<file path="src/common/wpr_pkg.sv">
package wpr_pkg;
  // Register map, bus address width 12
  localparam int ADDR_W = 12;
  localparam logic [11:0] CTRL_INDEX = 12'h000b;
  localparam logic [11:0] CTRL_ADDR = {CTRL_INDEX[9:0], 2'b00};
  localparam logic [11:0] IRQ_STATUS_ADDR = 12'h0030;
  localparam logic [11:0] IRQ_CLEAR_ADDR = 12'h0034;
  localparam logic [11:0] IRQ_ENABLE_ADDR = 12'h0038;
  // Control register fields
  localparam int FLAG_BIT = 7;
  localparam int IRQ_EN_BIT = 6;
  localparam int SEL_LSB = 1;
  localparam int SEL_MSB = 3;
  localparam int CLEAR_BIT = 0;
  localparam int IRQ_EVT_BIT = 0;
  localparam logic [7:0] CTRL_RESET = 8'h00;
  // Counter
  localparam int CNT_W = 16;
  localparam logic [15:0] CNT_CLEARED = 16'hffff;
  localparam int SEL_BASE_N = 10;
  localparam int WDT_TAP_BIT = 15;
  // Nominal source rates, for reference of the period table
  localparam int SUBCLK_HZ = 32768;
  localparam int RC_CLK_HZ = 100000;
  localparam int SYS_CLK_HZ = 100000000;
  localparam logic [31:0] RD_ZERO = 32'h0000_0000;
endpackage

</file>
<file path="src/hdl/wpr_edge_sync.sv">
`timescale 1ns/1ps
module wpr_edge_sync (
  input wire logic sys_clk,
  input wire logic arst_n,
  input wire logic pin,
  output logic rise
);
  logic s1, s2, s3, stable;
  logic next_stable, next_rise;

  always_comb begin
    next_stable = stable;
    next_rise = 1'b0;
    // Only agreed samples count, so a metastable settle is ignored
    if (s2 == s3) begin
      next_stable = s3;
      next_rise = s3 & ~stable;
    end
  end

  always_ff @(posedge sys_clk or negedge arst_n) begin
    if (!arst_n) begin
      s1 <= 1'b0;
      s2 <= 1'b0;
      s3 <= 1'b0;
      stable <= 1'b0;
      rise <= 1'b0;
    end else begin
      s1 <= pin;
      s2 <= s1;
      s3 <= s2;
      stable <= next_stable;
      rise <= next_rise;
    end
  end
endmodule // wpr_edge_sync

</file>
<file path="src/hdl/wpr_interval_prescaler.sv">
// Implementation choice: register access over APB.
`timescale 1ns/1ps
// Behaviour
// [RQ1] Sixteen-bit free-running down-counter stepping once per halved source clock.
// [RQ2] Interval event repeats every selected period without software restart.
// [RQ3] Selector picks one of eight counter bits as the event source.
// [RQ4] Select value s gives period 2^(s+10) times two source periods.
// [RQ5] Periods span 62.5 ms-8 s on subclock, 20.48 ms-2.621 s on RC.
// [RQ6] Writing one to clear bit resets counter; zero ignored; reads zero.
// [RQ7] Hardware sets elapsed flag on interval; writing one leaves it.
// [RQ8] Writing zero clears elapsed flag; zero means interval not elapsed.
// [RQ9] Read-modify-write reads of elapsed flag return one.
// [RQ10] Interrupt output high only while flag and enable both one.
// [RQ11] Bits 5 and 4 read zero and ignore writes.
// [RQ12] Control layout flag7, enable6, select3..1, clear0; resets to zero.
// [RQ13] A counter-derived clock tap feeds the watchdog count input.
// [RQ14] Clearing the counter also pulses a watchdog clear.
// [RQ15] Source choice comes from a clock-control input, not the register.
// [RQ16] After a clear the next event comes one full period later.
module wpr_interval_prescaler (
  input wire logic sys_clk,
  input wire logic arst_n,
  input wire logic psel,
  input wire logic penable,
  input wire logic pwrite,
  input wire logic [11:0] paddr,
  input wire logic [31:0] pwdata,
  output logic [31:0] prdata,
  output logic pready,
  output logic pslverr,
  input wire logic rmw_read,
  input wire logic subclk_pin,
  input wire logic rc_clk_pin,
  input wire logic src_is_rc,
  output logic irq,
  output logic wdt_clk_tap,
  output logic wdt_clear
);
  typedef enum logic [1:0] {
    WPR_IDLE = 2'b01,
    WPR_RESP = 2'b10
  } wpr_bus_state_t;

  wpr_bus_state_t state, next_state;
  logic sub_rise, rc_rise, src_rise;
  logic half, next_half;
  logic count_tick;
  logic [15:0] cnt, next_cnt;
  logic cnt_ext, next_cnt_ext;
  logic [16:0] cnt_full;
  logic [16:0] low_mask;
  logic [4:0] sel_bit;
  logic interval_event;
  logic flag, next_flag;
  logic irq_en, next_irq_en;
  logic [2:0] sel, next_sel;
  logic [31:0] next_prdata;
  logic next_pready, next_pslverr;
  logic next_irq, next_wdt_tap, next_wdt_clear;
  logic wr_fire, rd_now, hit;
  logic clear_req;

  wpr_edge_sync u_sub_sync (
    .sys_clk(sys_clk),
    .arst_n(arst_n),
    .pin(subclk_pin),
    .rise(sub_rise)
  );

  wpr_edge_sync u_rc_sync (
    .sys_clk(sys_clk),
    .arst_n(arst_n),
    .pin(rc_clk_pin),
    .rise(rc_rise)
  );

  // [RQ15] Source from clock control
  assign src_rise = src_is_rc ? rc_rise : sub_rise;

  // [RQ1] Halve the source
  assign count_tick = src_rise & half;

  // [RQ3] Select event bit
  assign sel_bit = 5'(sel) + 5'(wpr_pkg::SEL_BASE_N - 1);
  // [RQ5] Period doubles per step
  assign low_mask = 17'h1_ffff >> (5'h10 - sel_bit);
  // Top select needs a seventeenth bit beyond the counter
  assign cnt_full = {cnt_ext, cnt};

  // [RQ4] Event on borrow through bit
  assign interval_event = count_tick & ((cnt_full & low_mask) == 17'h0_0000) & ~clear_req;

  assign wr_fire = psel & penable & pready & pwrite;
  assign rd_now = psel & penable & ~pready & ~pwrite;
  assign clear_req = wr_fire & (paddr == wpr_pkg::CTRL_ADDR) & pwdata[wpr_pkg::CLEAR_BIT];
  assign hit = (paddr == wpr_pkg::CTRL_ADDR) || (paddr == wpr_pkg::IRQ_STATUS_ADDR) ||
               (paddr == wpr_pkg::IRQ_CLEAR_ADDR) || (paddr == wpr_pkg::IRQ_ENABLE_ADDR);

  always_comb begin
    next_half = half;
    next_cnt = cnt;
    next_cnt_ext = cnt_ext;
    if (src_rise) begin
      next_half = ~half;
    end
    // [RQ6] Clear reloads counter
    if (clear_req) begin
      // [RQ16] Full period from clear
      next_cnt = wpr_pkg::CNT_CLEARED;
      next_cnt_ext = 1'b1;
      next_half = 1'b0;
    end else if (count_tick) begin
      // [RQ2] Free-running wrap
      next_cnt = cnt - 16'h0001;
      if (cnt == 16'h0000) begin
        next_cnt_ext = ~cnt_ext;
      end
    end
  end

  always_ff @(posedge sys_clk or negedge arst_n) begin
    if (!arst_n) begin
      half <= 1'b0;
      cnt <= wpr_pkg::CNT_CLEARED;
      cnt_ext <= 1'b1;
    end else begin
      half <= next_half;
      cnt <= next_cnt;
      cnt_ext <= next_cnt_ext;
    end
  end

  always_comb begin
    next_flag = flag;
    next_irq_en = irq_en;
    next_sel = sel;
    if (wr_fire && paddr == wpr_pkg::CTRL_ADDR) begin
      // [RQ8] Zero clears flag, one ignored
      if (!pwdata[wpr_pkg::FLAG_BIT]) begin
        next_flag = 1'b0;
      end
      next_irq_en = pwdata[wpr_pkg::IRQ_EN_BIT];
      next_sel = pwdata[wpr_pkg::SEL_MSB:wpr_pkg::SEL_LSB];
    end
    if (wr_fire && paddr == wpr_pkg::IRQ_CLEAR_ADDR && pwdata[wpr_pkg::IRQ_EVT_BIT]) begin
      next_flag = 1'b0;
    end
    if (wr_fire && paddr == wpr_pkg::IRQ_ENABLE_ADDR) begin
      next_irq_en = pwdata[wpr_pkg::IRQ_EVT_BIT];
    end
    // [RQ7] Set wins over clear
    if (interval_event) begin
      next_flag = 1'b1;
    end
  end

  always_comb begin
    next_prdata = wpr_pkg::RD_ZERO;
    next_state = state;
    next_pready = 1'b0;
    next_pslverr = 1'b0;
    case (state)
      WPR_IDLE: begin
        if (psel && penable) begin
          next_state = WPR_RESP;
          next_pready = 1'b1;
          next_pslverr = ~hit;
          if (rd_now && paddr == wpr_pkg::CTRL_ADDR) begin
            // [RQ11] Unimplemented bits and clear read zero
            next_prdata[wpr_pkg::SEL_MSB:wpr_pkg::SEL_LSB] = sel;
            next_prdata[wpr_pkg::IRQ_EN_BIT] = irq_en;
            // [RQ9] Modify reads see one
            next_prdata[wpr_pkg::FLAG_BIT] = flag | rmw_read;
          end else if (rd_now && paddr == wpr_pkg::IRQ_STATUS_ADDR) begin
            next_prdata[wpr_pkg::IRQ_EVT_BIT] = flag;
          end else if (rd_now && paddr == wpr_pkg::IRQ_ENABLE_ADDR) begin
            next_prdata[wpr_pkg::IRQ_EVT_BIT] = irq_en;
          end
        end
      end
      WPR_RESP: begin
        next_state = WPR_IDLE;
      end
      default: begin
        next_state = WPR_IDLE;
      end
    endcase
    // [RQ10] Gate by enable
    next_irq = next_flag & next_irq_en;
    // [RQ13] Watchdog tap from counter
    next_wdt_tap = next_cnt[wpr_pkg::WDT_TAP_BIT];
    // [RQ14] Watchdog clear with counter
    next_wdt_clear = clear_req;
  end

  always_ff @(posedge sys_clk or negedge arst_n) begin
    if (!arst_n) begin
      // [RQ12] Reset to zero
      flag <= wpr_pkg::CTRL_RESET[wpr_pkg::FLAG_BIT];
      irq_en <= wpr_pkg::CTRL_RESET[wpr_pkg::IRQ_EN_BIT];
      sel <= wpr_pkg::CTRL_RESET[wpr_pkg::SEL_MSB:wpr_pkg::SEL_LSB];
      state <= WPR_IDLE;
      prdata <= wpr_pkg::RD_ZERO;
      pready <= 1'b0;
      pslverr <= 1'b0;
      irq <= 1'b0;
      wdt_clk_tap <= 1'b1;
      wdt_clear <= 1'b0;
    end else begin
      flag <= next_flag;
      irq_en <= next_irq_en;
      sel <= next_sel;
      state <= next_state;
      prdata <= next_prdata;
      pready <= next_pready;
      pslverr <= next_pslverr;
      irq <= next_irq;
      wdt_clk_tap <= next_wdt_tap;
      wdt_clear <= next_wdt_clear;
    end
  end
endmodule // wpr_interval_prescaler

</file>
<file path="config.mk">
export PLATFORM = sky130hd
export DESIGN_NAME = wpr_interval_prescaler
export DESIGN_NICKNAME = d
export VERILOG_FILES = /design/src/common/wpr_pkg.sv /design/src/hdl/wpr_edge_sync.sv /design/src/hdl/wpr_interval_prescaler.sv
export SDC_FILE = /design/constraint.sdc
export NUM_CORES = 1
export LEC_CHECK = 0
export ABC_AREA = 1
export BUFFER_PORTS_ARGS = -buffer_cell sky130_fd_sc_hd__clkbuf_2
export CORE_UTILIZATION = 40
export DETAILED_ROUTE_END_ITERATION = 6
export GPL_ROUTABILITY_DRIVEN = 0
export PLACE_DENSITY = 0.77
export SYNTH_ARGS = -nofsm -noshare
export SYNTH_HDL_FRONTEND = slang
export SYNTH_HIERARCHICAL = 1
export SYNTH_SLANG_ARGS = --single-unit
export TNS_END_PERCENT = 100
</file>
<file path="constraint.sdc">
create_clock -name sys_clk -period 3.8 [get_ports sys_clk]
set_input_delay 0.19 -clock sys_clk [delete_from_list [all_inputs] [get_ports sys_clk]]
set_output_delay 0.19 -clock sys_clk [all_outputs]
set_load 0.005 [all_outputs]
</file>
==> run metrics, run 1 <==
nets=402; LEAKAGE=1.439 nW; vias in the first global route=1,804; Worst-Margin Slew=1037 ps; Syn Inst Count=303; status=finished clean; GRT met1 Usage=0.1973; M3 GR Usage=0.02514; Final Worst Setup Slack=1939 ps; # diodes=0; Vias/cell=4.710; library cells used by synthesis=22; Yosys reg bits=45; vias post-DR=1,978; Synth async-reset ratio=1.000; clock latency on the worst-skew pair=300 ps; CTS Hold Bufs=2; first-pass GRT wire length=7.541 mm; hold crit path type=in -> async; I/O Buffers=37; RR Startpoint=pready; final core utilization=0.4751; R2R cell count=9; clk_skew=8.812 ps; Cell Count, Final, Fillers Out=420; clock power share=0.220; Reg clk slew, reported paths=90 ps; Residual DRC=0; num rows=27; met2 usage=0.2479; reg2reg setup slack=1940 ps; Placed Cells=410; Post-CTS Setup Bufs=0; Post-Synthesis Cell Area=0.002401 mm²; clock tree sinks=45; Placed Area=0.002570 mm²; initial antenna violation count=0; prevailing post-synth register cell=dfrtp_1; die height=79.48 µm; Pwr Total=1.337 mW; pre-CTS setup slack=1952 ps; antenna viol nets, final=0; routed len/inst=10.42 µm; fmax=537.5 MHz; Setup CP Type=reg -> reg; Fin Hold WS=59.66 ps; Tmin final=1861 ps; CTS tree=built; worst r2r dst=irq; YS warnings=6; Seq pwr share=0.500; Power per Cell Area=499.0 mW/mm²; Gate power share=0.279; setup TNS=0 ps; count of pins over their slew limit=0; width of the die=79.48 µm; P_int=0.8694 mW; RSZ-0062 raised after global routing=no; Sw Share=0.3499; Slew HR=0.3087; total routed wirelength=4.377 mm; sw power=0.4680 mW; P&R area growth vs syn=11.62%; initial cell density of the core=0.4256; layer with the highest usage=met2; final hold vios=0; post-cts resize count=0; post-DP HPWL=3.425 mm; total grt overflow=0; layout cells sized above 1=0.2213; die area=0.006316 mm²; CP arrival=2050 ps; Max Cap Viol=0; register area share after synthesis=0.4784; Root Driver=clkbuf_8; number of flops mapped to enable cells by yosys=0; crit end category=register; Clock Path Buffers=2; largest net degree at the start of global routing=46; Crit path required time=3990 ps; Final period util=0.4896; crit-path max FO=14; Setup-failing EPs final=0; total track usage=0.1521; Avg Cell Area, Syn=7.924 µm²; I/O pin total=90; CORE AREA=0.005642 mm²; crit start category=register; DR iter-0 viols=95; Peak VDD IR=0.0002149 V; Max H-tree Level=2; drt pass-1 iters=4; final instance area=0.002680 mm²; CTS Buf Count=5
-- placed cells by master (no fill, tap or decap) --
| master | instances |
|---|---|
| dfstp_2 | 18 |
| ha_1 | 2 |
| clkinvlp_4 | 1 |
| dlygate4sd3_1 | 2 |
| inv_1 | 49 |
| clkinv_2 | 1 |
| nor4_1 | 2 |
| clkbuf_2 | 37 |
| nand3b_1 | 1 |
| inv_2 | 2 |
| nand4_1 | 7 |
| nor3_1 | 7 |
| a21oi_1 | 5 |
| o211ai_1 | 4 |
| nor2_4 | 3 |
| o21ai_0 | 12 |
| nand2_1 | 61 |
| nand3_1 | 37 |
| nor2_1 | 29 |
| inv_6 | 1 |
| conb_1 | 26 |
| nand2_2 | 2 |
| clkbuf_8 | 5 |
| dfrtp_1 | 27 |
| nor2_2 | 6 |
| or3_4 | 1 |
-- cell type report --
type	instances	area, µm²
flip-flops and latches	45	1149
clock inverters	3	21.27
inverters	51	191.4
clock buffers	5	68.82
multi-input cells	205	954.7
fillers	525	2962
repair buffers	39	205.2
well taps	72	90.09
-- flip-flops by register name, summed over array words and instances (netlist names), 2 cells and up --
signal  flops
cnt        16
prdata      6
sel         3
state       2
-- power by group through the flow --
| stage | clock network (mW) | registers [mW] | logic, mW |
|---|---|---|---|
| floorplan | 0 | 0.657 | 0.305 |
| CTS | 0.306 | 0.668 | 0.376 |
| detailed placement | 0 | 0.676 | 0.374 |
| finish | 0.294 | 0.669 | 0.374 |
| global placement | 0 | 0.672 | 0.359 |
| global route | 0.324 | 0.679 | 0.437 |
-- logic make-up (layout without fill, tap and decap cells) --
logic type / count (synthesis) / after routing / synth area share
AND/OR/NAND/NOR: 156 / 156 / 0.2986
buffers and inverters: 78 / 98 / 0.1631
flip-flops: 45 / 45 / 0.4784
AO/OA/AOI/OAI: 21 / 21 / 0.04794
adder cells (fa/ha/maj): 2 / 2 / 0.01042
other: 1 / 26 / 0.001562
-- per-layer routing --
layer	part of all wire	wire length, µm
met5	0	0
met4	0.015	67
met3	0.054	236
met2	0.48	2088
met1	0.45	1984
-- critical path: stages, from the launching register on --
cell and delay (ps):
dfrtp_1 370, nand2_1 80, nor2_1 220, nand2_1 90, inv_1 110, nand3_1 420, nand3_1 270, nand2_1 90
nand2_1 80, inv_1 40
-- synthesized netlist by cell type, types with 2 or more instances --
master    instances  area share
nand2_1          61       0.095
inv_1            49       0.077
nand3_1          37       0.077
nor2_1           29       0.045
dfrtp_1          27        0.28
buf_4            26       0.081
dfstp_2          18        0.20
o21ai_0          12       0.025
nand4_1           7       0.018
nor3_1            7       0.015
nor2_2            6       0.016
a21oi_1           5       0.010
o211ai_1          4       0.013
nor2_4            3       0.014
ha_1              2       0.010
inv_2             2      0.0031
nand2_2           2      0.0052
nor4_1            2      0.0052
-- worst max-delay path by stage --
stage / start / end / depth (start not counted)
final: pready / irq / 9
after global routing: pready / irq / 9
after CTS: pready / irq / 9
after detailed placement: pready / irq / 9
after global placement: pready / irq / 9
after floorplan: cnt[0] / irq / 10
No activity file was read; power rests on OpenSTA's default activity.
==> inputs of run 2 (changes only) <==
--- a/config.mk
+++ b/config.mk
@@ -5,12 +5,12 @@
 export SDC_FILE = /design/constraint.sdc
 export NUM_CORES = 1
 export LEC_CHECK = 0
-export ABC_AREA = 1
+export ABC_AREA = 0
 export BUFFER_PORTS_ARGS = -buffer_cell sky130_fd_sc_hd__clkbuf_2
 export CORE_UTILIZATION = 40
 export DETAILED_ROUTE_END_ITERATION = 6
 export GPL_ROUTABILITY_DRIVEN = 0
-export PLACE_DENSITY = 0.77
+export PLACE_DENSITY = 0.81
 export SYNTH_ARGS = -nofsm -noshare
 export SYNTH_HDL_FRONTEND = slang
 export SYNTH_HIERARCHICAL = 1
==> constraint.sdc (replaced) <==
create_clock -name sys_clk -period 1.6 [get_ports sys_clk]
set_input_delay 0.08 -clock sys_clk [delete_from_list [all_inputs] [get_ports sys_clk]]
set_output_delay 0.08 -clock sys_clk [all_outputs]
set_load 0.005 [all_outputs]
==> run 2 against run 1 <==
  * Final area grew 3.8%
  * Via count shrank 19%
  * The flow now finishes with violations (setup timing)
  * Highest routed layer unchanged
  * Largest power group unchanged
  * Sequential share of layout area shrank 1.6 points
  * Hold slack lost 29 ps
  * Combinational power grew to 3.0 times the previous value
  * Core utilization grew 6.3 points
  * Sequential power grew to 2.5 times the previous value
==> run metrics, run 2 <==
I/O Buffers=37; Synth async-reset ratio=1.000; final hold vios=0; prevailing post-synth register cell=dfrtp_1; Avg Cell Area, Syn=11.33 µm²; layout cells sized above 1=0.4444; die area=0.005706 mm²; violated checks=setup timing; # diodes=0; top-count cell post-synth=dfrtp_1; Worst-Margin Slew=522.7 ps; CTS Buf Count=5; Tmin final=1664 ps; CP arrival=1880 ps; Peak VDD IR=0.0005010 V; Synth top cells by count=dfrtp_1 (27), buf_4 (26), nand2_1 (21), dfstp_2 (18), xnor2_1 (11); total routed wirelength=4.397 mm; P&R area growth vs syn=28.57%; Final period util=1.040; worst r2r dst=cnt[13]; DR iter-0 viols=70; Syn Inst Count=191; library cells used by synthesis=47; clock tree sinks=45; Final Worst Setup Slack=-63.94 ps; Setup-failing EPs final=2; share of the synthesized area in the top cell type=0.3123; CP Capture Point=cnt[13]; largest net degree at the start of global routing=27; most frequent cells in the layout=clkbuf_2 (37), dfrtp_1 (27), conb_1 (26), nand2_1 (21), buf_4 (20); fmax=601.0 MHz; most common cell after layout, fill and taps aside=clkbuf_2; Setup CP Type=reg -> reg; nets=315; total grt overflow=0; Crit path required time=1820 ps; R2R cell count=4; vias in the first global route=1,495; Clock Path Buffers=2; biggest area consumer among synthesized cells=dfrtp_1; Residual DRC=0; crit end category=register; die height=75.54 µm; CORE AREA=0.005172 mm²; Root Driver=clkbuf_8; CP Launch Point=cnt[7]; first-pass GRT wire length=6.410 mm; width of the die=75.54 µm; register area share after synthesis=0.5309; I/O pin total=90; max reg flops=16; ranking of synthesized cells by area=dfrtp_1 (31%), dfstp_2 (22%), buf_4 (9.0%); initial cell density of the core=0.4182; Reg clk slew, reported paths=80 ps; routed len/inst=13.28 µm; post-DP HPWL=2.961 mm; Max H-tree Level=2; antenna viol nets, final=0; largest register by flop count=cnt; Vias/cell=4.864; num rows=26; number of flops mapped to enable cells by yosys=0; final core utilization=0.5377; RR Startpoint=cnt[7]; clk_skew=10.76 ps; hold crit path type=in -> reg; Power per Cell Area=1317 mW/mm²; Max Cap Viol=0; Yosys reg bits=45; initial antenna violation count=0; total track usage=0.1529; vias post-DR=1,610; CTS tree=built; YS warnings=6; LEAKAGE=1.351 nW; Largest regs=cnt (16), prdata (6), sel (3); crit-path max FO=3; Slew HR=0.6515; Post-Synthesis Cell Area=0.002163 mm²; RSZ-0062 raised after global routing=yes; status=complete, but fails checks; setup TNS=-79.30 ps; crit start category=register; number of filler instances in the final layout=436; count of pins over their slew limit=0; reg2reg setup slack=-60 ps; drt pass-1 iters=4; Pwr Total=3.662 mW; clock latency on the worst-skew pair=300 ps
==> run 2: changes by cell type after synthesis, moves of 5 or more <==
cell,delta
inv_1,-43
nand2_1,-40
nand3_1,-34
nor2_1,-23
o21ai_0,-11
xnor2_1,+11
nor2_2,-6
xor2_1,+6
or3_1,+5
==> run 2: cell type report <==
class                   instances  area (µm²)  share of cell area
multi-input cells             138       997.2              0.3585
repair buffers                 64       417.9              0.1502
clock inverters                 2       35.03             0.01260
clock buffers                   6       72.57             0.02609
inverters                       6       22.52            0.008097
well taps                      70       87.58             0.03149
flip-flops and latches         45        1149              0.4130
==> run 2: how the worst min path moves through the flow <==
stage / startpoint / to / slack, ps / depth (start not counted)
final: pwdata[2] / sel[1] / 30 / 2
after detailed placement: arst_n / u_rc_sync/rise / 80 / 1
after floorplan: arst_n / flag / -220 / 0
after CTS: pwdata[2] / sel[1] / 30 / 2
after global placement: arst_n / u_sub_sync/stable / 60 / 1
after global routing: pwdata[2] / sel[1] / 20 / 2
==> run 2: power breakdown <==
group | internal, mW | total [mW] | switching, mW
Combinational | 0.570 | 1.14 | 0.571
Sequential | 1.48 | 1.70 | 0.222
Clock | 0.463 | 0.822 | 0.359
Total | 2.51 | 3.66 | 1.15
==> run 2: routing by layer <==
layer / GRT usage / wire [µm] / share of wire
met3: 0.05026 / 153 / 0.035
met5: 0 / 0 / 0
met2: 0.2589 / 2330 / 0.53
met1: 0.1778 / 1802 / 0.41
met4: 0.06584 / 110 / 0.025
==> run 2: per-stage QoR <==
stage | instance area (µm²) | setup WS [ps] | hold slack [ps] | instances
floorplan | 2272 | -96.29 | -215.6 | 216
global placement | 2515 | -206.7 | 64.78 | 317
detailed placement | 2515 | -283.4 | 78.61 | 317
CTS | 2683 | -27.10 | 29.66 | 329
global route | 2781 | -66.45 | 19.85 | 331
finish | 2781 | -63.94 | 30.93 | 331
==> run 2: logic make-up after synthesis <==
logic type,Yosys count,synth area share
other,1,0.001733
XOR/XNOR,17,0.06882
adder cells (fa/ha/maj),4,0.02198
AND/OR/NAND/NOR,69,0.1874
flip-flops,45,0.5309
multiplexers,5,0.02545
AO/OA/AOI/OAI,17,0.06074
buffers and inverters,33,0.1029
==> run 2: what timing repair did <==
item                                   CTS  global route
buffers inserted                         0             2
hold buffers                             4             0
pin swaps                                0            13
endpoints found under the hold margin   12             0
setup endpoints to repair                5            10
gates resized for setup                  4            16
==> run 2: worst max-delay path: stages, from the launching register on <==
cell and delay, ps:
dfstp_2 400, or4_4 590, nor4_2 370, xnor2_1 160
nand2_1 70
